File: config.mk
export PLATFORM = sky130hd
export DESIGN_NAME = adcc_top
export DESIGN_NICKNAME = d
export VERILOG_FILES = /design/src/design/adcc_pkg.sv /design/src/design/adcc_top.sv /design/src/design/adcc_tick.sv
export SDC_FILE = /design/constraint.sdc
export NUM_CORES = 1
export LEC_CHECK = 0
export ABC_AREA = 0
export BUFFER_PORTS_ARGS = -buffer_cell sky130_fd_sc_hd__buf_2
export CAP_MARGIN = 20
export CORE_MARGIN = 2
export CORE_UTILIZATION = 49
export CTS_CLUSTER_DIAMETER = 60
export CTS_CLUSTER_SIZE = 14
export DETAILED_ROUTE_END_ITERATION = 10
export PLACE_DENSITY = 0.8
export RECOVER_POWER = 25
export SYNTH_ARGS = -nofsm -noshare
export SYNTH_HDL_FRONTEND = slang
export SYNTH_SLANG_ARGS = --single-unit
File: constraint.sdc
create_clock -name clk_sys_i -period 2.9 [get_ports clk_sys_i]
set_input_delay 0.145 -clock clk_sys_i [delete_from_list [all_inputs] [get_ports clk_sys_i]]
set_output_delay 0.145 -clock clk_sys_i [all_outputs]
set_load 0.02 [all_outputs]
File: src/design/adcc_pkg.sv
package adcc_pkg;
  // --------------------------------------------------------------------------
  // register map
  // --------------------------------------------------------------------------
  localparam logic [31:0] ADC_CONTROL_ADDR = 32'h0000_0000;
  localparam logic [31:0] ADC_STATUS_ADDR = 32'h0000_0004;
  localparam logic [7:0] ADC_CONTROL_RESET = 8'h00;
  // --------------------------------------------------------------------------
  // field positions
  // --------------------------------------------------------------------------
  localparam int CLK_SEL_HI = 7;
  localparam int CLK_SEL_LO = 6;
  localparam int CHAN_HI = 5;
  localparam int CHAN_LO = 3;
  localparam int GO_BIT = 2;
  localparam int UNUSED_BIT = 1;
  localparam int POWER_BIT = 0;
  // --------------------------------------------------------------------------
  // clock selection codes and channel limit
  // --------------------------------------------------------------------------
  localparam logic [1:0] CLK_DIV2 = 2'h0;
  localparam logic [1:0] CLK_DIV8 = 2'h1;
  localparam logic [1:0] CLK_DIV32 = 2'h2;
  localparam logic [1:0] CLK_RC = 2'h3;
  localparam logic [2:0] CHAN_MAX = 3'h4;
  // --------------------------------------------------------------------------
  // timing and bus transfer code
  // --------------------------------------------------------------------------
  localparam logic [4:0] DIV2_LAST = 5'h01;
  localparam logic [4:0] DIV8_LAST = 5'h07;
  localparam logic [4:0] DIV32_LAST = 5'h1F;
  // conversion length in conversion-clock periods (11: 10 bits plus sampling)
  localparam logic [3:0] CONV_TICKS = 4'hB;
  localparam logic [1:0] HTRANS_NONSEQ = 2'h2;

  typedef struct packed {
    logic [1:0] conv_clock_select;
    logic [2:0] input_channel_select;
    logic go_busy;
    logic converter_power_on;
  } adcc_ctrl_s;

  typedef enum logic [1:0] {
    ADCC_IDLE,
    ADCC_CONVERT
  } adcc_state_e;
endpackage : adcc_pkg

File: src/design/adcc_top.sv
// What this block does
// bits 7..6 pick conversion clock source
// bits 5..3 route analog input 0..4
// writing start flag begins a conversion
// start flag reads 1 while converting
// hardware clears start flag on completion
// bit 1 reads zero, writes ignored
// power bit enables the converter
// powered off: converter idle, no start
`timescale 1ns/1ps
`default_nettype none
module adcc_top (
  // clock and reset
  input wire logic clk_sys_i,
  input wire logic reset_n_i,
  // ahb-lite slave
  input wire logic hsel,
  input wire logic [31:0] haddr,
  input wire logic [1:0] htrans,
  input wire logic hwrite,
  input wire logic [2:0] hsize,
  input wire logic [31:0] hwdata,
  input wire logic hready,
  output logic [31:0] hrdata,
  output logic hreadyout,
  output logic hresp,
  // converter side
  input wire logic internal_rc_clock_i,
  output logic [2:0] input_channel_select_o,
  output logic converter_power_on_o,
  output logic sample_o,
  output logic conv_done_o
);
  // --------------------------------------------------------------------------
  // reset release
  // --------------------------------------------------------------------------
  logic rst_s1;
  logic rst_n;

  always_ff @(posedge clk_sys_i or negedge reset_n_i) begin
    if (!reset_n_i) begin
      rst_s1 <= 1'b0;
      rst_n <= 1'b0;
    end else begin
      rst_s1 <= 1'b1;
      rst_n <= rst_s1;
    end
  end

  // --------------------------------------------------------------------------
  // bus slave
  // --------------------------------------------------------------------------
  adcc_pkg::adcc_ctrl_s ctrl;
  adcc_pkg::adcc_state_e state;
  logic wr_pend;
  logic [31:0] wr_addr;
  logic [3:0] tick_cnt;
  logic tick;
  logic wr_ctrl;
  logic start;
  logic finish;
  logic [7:0] ctrl_byte;

  assign hreadyout = 1'b1;
  assign hresp = 1'b0;

  always_ff @(posedge clk_sys_i or negedge rst_n) begin
    if (!rst_n) begin
      wr_pend <= 1'b0;
      wr_addr <= 32'h0000_0000;
    end else if (hready) begin
      wr_pend <= hsel && htrans == adcc_pkg::HTRANS_NONSEQ && hwrite;
      wr_addr <= haddr;
    end
  end

  assign ctrl_byte = {ctrl.conv_clock_select, ctrl.input_channel_select, ctrl.go_busy,
                      1'b0, ctrl.converter_power_on};

  always_ff @(posedge clk_sys_i or negedge rst_n) begin
    if (!rst_n) begin
      hrdata <= 32'h0000_0000;
    end else if (hready && hsel && htrans == adcc_pkg::HTRANS_NONSEQ && !hwrite) begin
      case (haddr)
        adcc_pkg::ADC_CONTROL_ADDR: hrdata <= {24'h00_0000, ctrl_byte};
        adcc_pkg::ADC_STATUS_ADDR: hrdata <= {31'h0000_0000, state == adcc_pkg::ADCC_CONVERT};
        default: hrdata <= 32'h0000_0000;
      endcase
    end
  end

  assign wr_ctrl = wr_pend && wr_addr == adcc_pkg::ADC_CONTROL_ADDR;
  // start needs the power bit set in the same write, and an idle sequencer
  assign start = wr_ctrl && hwdata[adcc_pkg::GO_BIT] && hwdata[adcc_pkg::POWER_BIT]
                 && state == adcc_pkg::ADCC_IDLE;
  assign finish = state == adcc_pkg::ADCC_CONVERT && tick
                  && tick_cnt == adcc_pkg::CONV_TICKS - 4'h1;

  // --------------------------------------------------------------------------
  // control register
  // --------------------------------------------------------------------------
  always_ff @(posedge clk_sys_i or negedge rst_n) begin
    if (!rst_n) begin
      ctrl <= adcc_pkg::adcc_ctrl_s'({adcc_pkg::ADC_CONTROL_RESET[7:2],
                                     adcc_pkg::ADC_CONTROL_RESET[0]});
    end else begin
      if (wr_ctrl && state == adcc_pkg::ADCC_IDLE) begin
        ctrl.conv_clock_select <= hwdata[adcc_pkg::CLK_SEL_HI:adcc_pkg::CLK_SEL_LO];
        ctrl.input_channel_select <= hwdata[adcc_pkg::CHAN_HI:adcc_pkg::CHAN_LO];
      end
      if (wr_ctrl) begin
        ctrl.converter_power_on <= hwdata[adcc_pkg::POWER_BIT];
      end
      if (start) begin
        ctrl.go_busy <= 1'b1;
      end else if (finish || !ctrl.converter_power_on
                   || (wr_ctrl && !hwdata[adcc_pkg::POWER_BIT])) begin
        ctrl.go_busy <= 1'b0;
      end
    end
  end

  // --------------------------------------------------------------------------
  // conversion sequencer
  // --------------------------------------------------------------------------
  always_ff @(posedge clk_sys_i or negedge rst_n) begin
    if (!rst_n) begin
      state <= adcc_pkg::ADCC_IDLE;
    end else begin
      case (state)
        adcc_pkg::ADCC_IDLE: if (start) state <= adcc_pkg::ADCC_CONVERT;
        adcc_pkg::ADCC_CONVERT: begin
          if (finish || (wr_ctrl && !hwdata[adcc_pkg::POWER_BIT])) begin
            state <= adcc_pkg::ADCC_IDLE;
          end
        end
        default: state <= adcc_pkg::ADCC_IDLE;
      endcase
    end
  end

  always_ff @(posedge clk_sys_i or negedge rst_n) begin
    if (!rst_n) begin
      tick_cnt <= 4'h0;
    end else if (state != adcc_pkg::ADCC_CONVERT) begin
      tick_cnt <= 4'h0;
    end else if (tick) begin
      tick_cnt <= tick_cnt + 4'h1;
    end
  end

  adcc_tick u_tick (
    .clk_sys_i(clk_sys_i),
    .rst_n_i(rst_n),
    .run_i(state == adcc_pkg::ADCC_CONVERT),
    .sel_i(ctrl.conv_clock_select),
    .internal_rc_clock_i(internal_rc_clock_i),
    .tick_o(tick)
  );

  // --------------------------------------------------------------------------
  // converter outputs
  // --------------------------------------------------------------------------
  always_ff @(posedge clk_sys_i or negedge rst_n) begin
    if (!rst_n) begin
      input_channel_select_o <= 3'h0;
      converter_power_on_o <= 1'b0;
      sample_o <= 1'b0;
      conv_done_o <= 1'b0;
    end else begin
      input_channel_select_o <= (ctrl.input_channel_select > adcc_pkg::CHAN_MAX)
                                ? adcc_pkg::CHAN_MAX : ctrl.input_channel_select;
      converter_power_on_o <= ctrl.converter_power_on;
      sample_o <= start;
      conv_done_o <= finish;
    end
  end

  // --------------------------------------------------------------------------
  // checks
  // --------------------------------------------------------------------------
  busy_tracks_a: assert property (@(posedge clk_sys_i) disable iff (!rst_n)
    ctrl.go_busy == (state == adcc_pkg::ADCC_CONVERT))
    else $error("busy flag disagrees with conversion state");
  start_sets_a: assert property (@(posedge clk_sys_i) disable iff (!rst_n)
    start |=> ctrl.go_busy && state == adcc_pkg::ADCC_CONVERT)
    else $error("start did not launch conversion");
  finish_clears_a: assert property (@(posedge clk_sys_i) disable iff (!rst_n)
    finish |=> !ctrl.go_busy ##0 conv_done_o)
    else $error("busy not cleared on completion");
  off_no_start_a: assert property (@(posedge clk_sys_i) disable iff (!rst_n)
    !ctrl.converter_power_on && !wr_ctrl |=> state == adcc_pkg::ADCC_IDLE)
    else $error("conversion while powered off");
  bit1_zero_a: assert property (@(posedge clk_sys_i) disable iff (!rst_n)
    hrdata[adcc_pkg::UNUSED_BIT] == 1'b0)
    else $error("unused bit not zero");
  power_follows_a: assert property (@(posedge clk_sys_i) disable iff (!rst_n)
    wr_ctrl |=> ##1 converter_power_on_o == $past(hwdata[adcc_pkg::POWER_BIT], 2))
    else $error("power output did not follow write");
  div2_len_a: assert property (@(posedge clk_sys_i) disable iff (!rst_n)
    start && hwdata[adcc_pkg::CLK_SEL_HI:adcc_pkg::CLK_SEL_LO] == adcc_pkg::CLK_DIV2
    |=> ##21 finish)
    else $error("div2 conversion length wrong");
  chan_hold_a: assert property (@(posedge clk_sys_i) disable iff (!rst_n)
    state == adcc_pkg::ADCC_CONVERT ##1 state == adcc_pkg::ADCC_CONVERT
    |-> $stable(ctrl.input_channel_select))
    else $error("channel changed mid conversion");
endmodule : adcc_top
`default_nettype wire

File: src/design/adcc_tick.sv
`timescale 1ns/1ps
`default_nettype none
// conversion clock tick generator
module adcc_tick (
  // clock and reset
  input wire logic clk_sys_i,
  input wire logic rst_n_i,
  // control
  input wire logic run_i,
  input wire logic [1:0] sel_i,
  input wire logic internal_rc_clock_i,
  // tick
  output logic tick_o
);
  logic [4:0] div_cnt;
  logic [4:0] last;
  logic rc_s1;
  logic rc_s2;
  logic rc_s3;

  always_comb begin
    case (sel_i)
      adcc_pkg::CLK_DIV2: last = adcc_pkg::DIV2_LAST;
      adcc_pkg::CLK_DIV8: last = adcc_pkg::DIV8_LAST;
      default: last = adcc_pkg::DIV32_LAST;
    endcase
  end

  always_ff @(posedge clk_sys_i or negedge rst_n_i) begin
    if (!rst_n_i) begin
      rc_s1 <= 1'b0;
      rc_s2 <= 1'b0;
      rc_s3 <= 1'b0;
    end else begin
      rc_s1 <= internal_rc_clock_i;
      rc_s2 <= rc_s1;
      rc_s3 <= rc_s2;
    end
  end

  always_ff @(posedge clk_sys_i or negedge rst_n_i) begin
    if (!rst_n_i) begin
      div_cnt <= 5'h00;
    end else if (!run_i || div_cnt == last) begin
      div_cnt <= 5'h00;
    end else begin
      div_cnt <= div_cnt + 5'h01;
    end
  end

  // system divisions or a rising edge of the internal RC clock
  assign tick_o = run_i && ((sel_i == adcc_pkg::CLK_RC) ? (rc_s2 && !rc_s3)
                                                          : (div_cnt == last));
endmodule : adcc_tick
`default_nettype wire

==> summary.txt <==
Placed design
  – Port Buf Inserts: 59
  – Place WS: roughly 0.78 ns
  – Gp weighted congestion: roughly 0.81
  – Dpl hpwl: 4260 um

Detailed routing
  – Initial DRC count: 71
  – Avg WL per Cell: roughly 15 um
  – Drc violations: 0
  – Post-Route WL: 5760 um
  – Iteration count of the initial detailed-routing pass: 4
  – Routed vias: roughly 2,000
  – Drt via density: 5.11
  – Antenna Nets Post-Route: 0

CTS
  – CTS buffer count: 9
  – Worst skew pair latency: between 0.3 and 0.4 ns
  – Reg clk slew, reported paths: 0.08 ns
  – Sink Count: slightly below 70
  – Max Root-Sink Buffers: 2
  – CTS tree: yes
  – H-tree Lvls: 3
  – Root Buffer: clkbuf_8
  – Setup Fix Bufs, Post-CTS: 0

Timing
  – Worst rel slew slack: -22.5%
  – Sum Neg Setup Slack: 0 ns
  – # setup viols final: 0
  – Skew final: 0.0100 ns
  – Fin crit share: between 70 and 80%
  – Fmax: around 480 MHz
  – Final hold slack: roughly 0.027 ns
  – Setup ws final: 0.809 ns
  – Final hold violation count: 0
  – RSZ-0062 raised after global routing: false
  – Slew @ Worst Pin: around 1.8 ns
  – Max-slew violations: 36
  – Crit path time final: roughly 2.1 ns

Worst setup path
  – Data arrival, critical path: 2.31 ns
  – CP Launch Type: flop
  – Worst EP required: roughly 3.1 ns
  – Reg2reg setup slack: 0.81 ns
  – CP endpoint kind: flop
  – Worst-path fanout max: 5
  – Critical Setup Path Class: reg -> reg

Floorplanning
  – Row cnt: 28
  – Initial Util: between 50% and 60%
  – Ports: around 120
  – Die Span Y: 82.9 um
  – Core area: between 5000 and 6000 um^2
  – Die area: 6870 um^2
  – Die X: around 83 um

Logic synthesis
  – Post-synthesis register bit count: 68
  – Cell count after synthesis: about 240
  – Share of the yosys chip area belonging to registers: a little under three fifths
  – Synth warn: 0
  – Netlist cell types: 40
  – Yosys top cell by area: dfrtp_1
  – Synth top area cells: dfrtp_1, mux2_1, buf_4
  – Top cell type's share of synthesized area: 55.8%
  – Syn_area_per_cell: roughly 13 um^2
  – Post-synth EDFFs: 0
  – FFs w/ async S/R, synth: 100%
  – Top_reg_cell synth: dfrtp_1
  – Synth Cell Area: 3050 um^2

Pwr
  – Clock network fraction of total power: between 30 and 40%
  – Power Dens Cells: around 630 nW/um^2
  – Switch Pwr: ~600 uW
  – Leakage power: 0.00173 uW
  – Switching share of power: approximately a quarter
  – Logic pwr share: 12.5%
  – VDD IR-drop max: 0.293 mV
  – Reg power frac: roughly half
  – Internal: around 1600 uW

Cells and area
  – Final Util: between 50 and 60%
  – Net total in the final layout: approximately 380
  – Synthesis-to-layout area growth: 17.0%
  – Commonest non-fill, non-tap cell in the layout: dfrtp_1
  – Most frequent cells in the layout: dfrtp_1, buf_2, mux2_1, conb_1, nor4_1
  – Share of layout cells above drive strength 1: between 20% and 30%
  – Ant diodes: 0
  – FILL cells: between 500 and 600

Run status
  – Failing checks: max-capacitance violations, max-slew violations
  – Run status: complete, but fails checks

GRT
  – GR Util All Layers: between 15 and 20%
  – First-pass GRT wire length: approximately 9600 um
  – Pin count of the biggest net entering global routing: 36
  – Vias in the first global route: between 2,000 and 2,500
  – Initial antenna violation count: 0
  – Grt total ovfl: 0

Flow run
  – Max_cap viols: 1

Min path
  – Worst Hold Class: in -> reg
[metal layers]
| layer | track usage (%) | routed length [um] | vias to the layer above |
|---|---|---|---|
| met5 | 0 | 0 | - |
| met4 | 10.1 | 146 | 0 |
| met3 | 4.37 | 300 | 11 |
| met2 | 28.9 | 2910 | 55 |
| met1 | 21.7 | 2400 | 974 |
| li1 | - | - | 923 |
[cells in the mapped netlist (2+ instances only)]
master    count
buf_1         3
conb_1        2
nor2_1        5
nor4_1       12
nand2_1       7
nor3b_1       2
o22ai_1       2
nand4_1       2
buf_2         2
mux2_4        5
nor2b_1      11
xor2_1        2
nor4_2        4
mux2_1       33
dfrtp_1      68
buf_4        27
inv_1         4
a21oi_1       2
o21ai_1       2
and4b_1       3
and2_1        3
xnor2_1       4
ha_1          3
clkbuf_1      2
a31o_1        7
and3_1        3
nand3_1       3
[critical path: stages (launching register included)]
cell and delay (ns):
dfrtp_1 0.39, nor4b_2 0.30, nand4_1 0.20, nor4_2 0.48, and2b_4 0.29, mux2_4 0.31
[per-stage QoR]
step,instances,area (um^2),power (uW)
2_1_floorplan,262,3150,1350
3_3_place_gp,366,3340,1400
3_5_place_dp,366,3340,1420
4_1_cts,384,3570,2270
5_1_grt,384,3570,2350
6_report,384,3570,2250
[flip-flops by register name (all words and copies together), names as in the netlist, 3 cells and up]
name,flops
input_channel_select_o,3
ctrl,7
u_tick.div_cnt,5
wr_addr,32
hrdata,7
tick_cnt,4
[area by class of cell]
class / count / area (um^2) / area share, %
repair buffers: 65 / 340 / 9.53
inverters: 4 / 15.0 / 0.421
flip-flops and latches: 68 / 1700 / 47.7
well taps: 75 / 93.8 / 2.63
clock buffers: 10 / 128 / 3.58
clock inverters: 6 / 88.8 / 2.49
multi-input cells: 156 / 1200 / 33.6
[cells by family (layout without fill, tap and decap cells)]
group | after synthesis | in the layout | synth area share [%]
adders and majority gates | 3 | 3 | 1.23
xor gates and xnor gates | 6 | 6 | 1.72
DFF | 68 | 68 | 55.8
muxes | 39 | 39 | 15.0
and+or+nand+nor | 63 | 63 | 13.6
other | 2 | 28 | 0.246
buffers and inverters | 38 | 85 | 8.08
AOI/OAI and AO/OA | 17 | 17 | 4.35
[final timing paths]
path	from	to	depth (start not counted)
min in group asynchronous	reset_n_i	rst_s1	2
worst min-delay path	haddr[15]	wr_addr[15]	2
worst max register to register	wr_addr[15]	ctrl[4]	5
worst max-delay path	wr_addr[15]	ctrl[4]	5
worst min register to register	rst_n	wr_addr[3]	0
max in group asynchronous	rst_n	ctrl[3]	1
[what timing repair did]
action,4_1_cts,5_1_grt
hold buffers,2,0
hold endpoints to repair,3,0
resized for setup,0,0
setup endpoints to repair,0,0
[power by group through the flow]
stage	Combinational [uW]	Sequential (uW)	Clock (uW)
4_1_cts	286	1120	861
3_3_place_gp	266	1130	0
3_5_place_dp	280	1140	0
6_report	281	1130	841
2_1_floorplan	235	1110	0
5_1_grt	314	1140	898
Note: power is estimated with default switching activity, not from simulation.
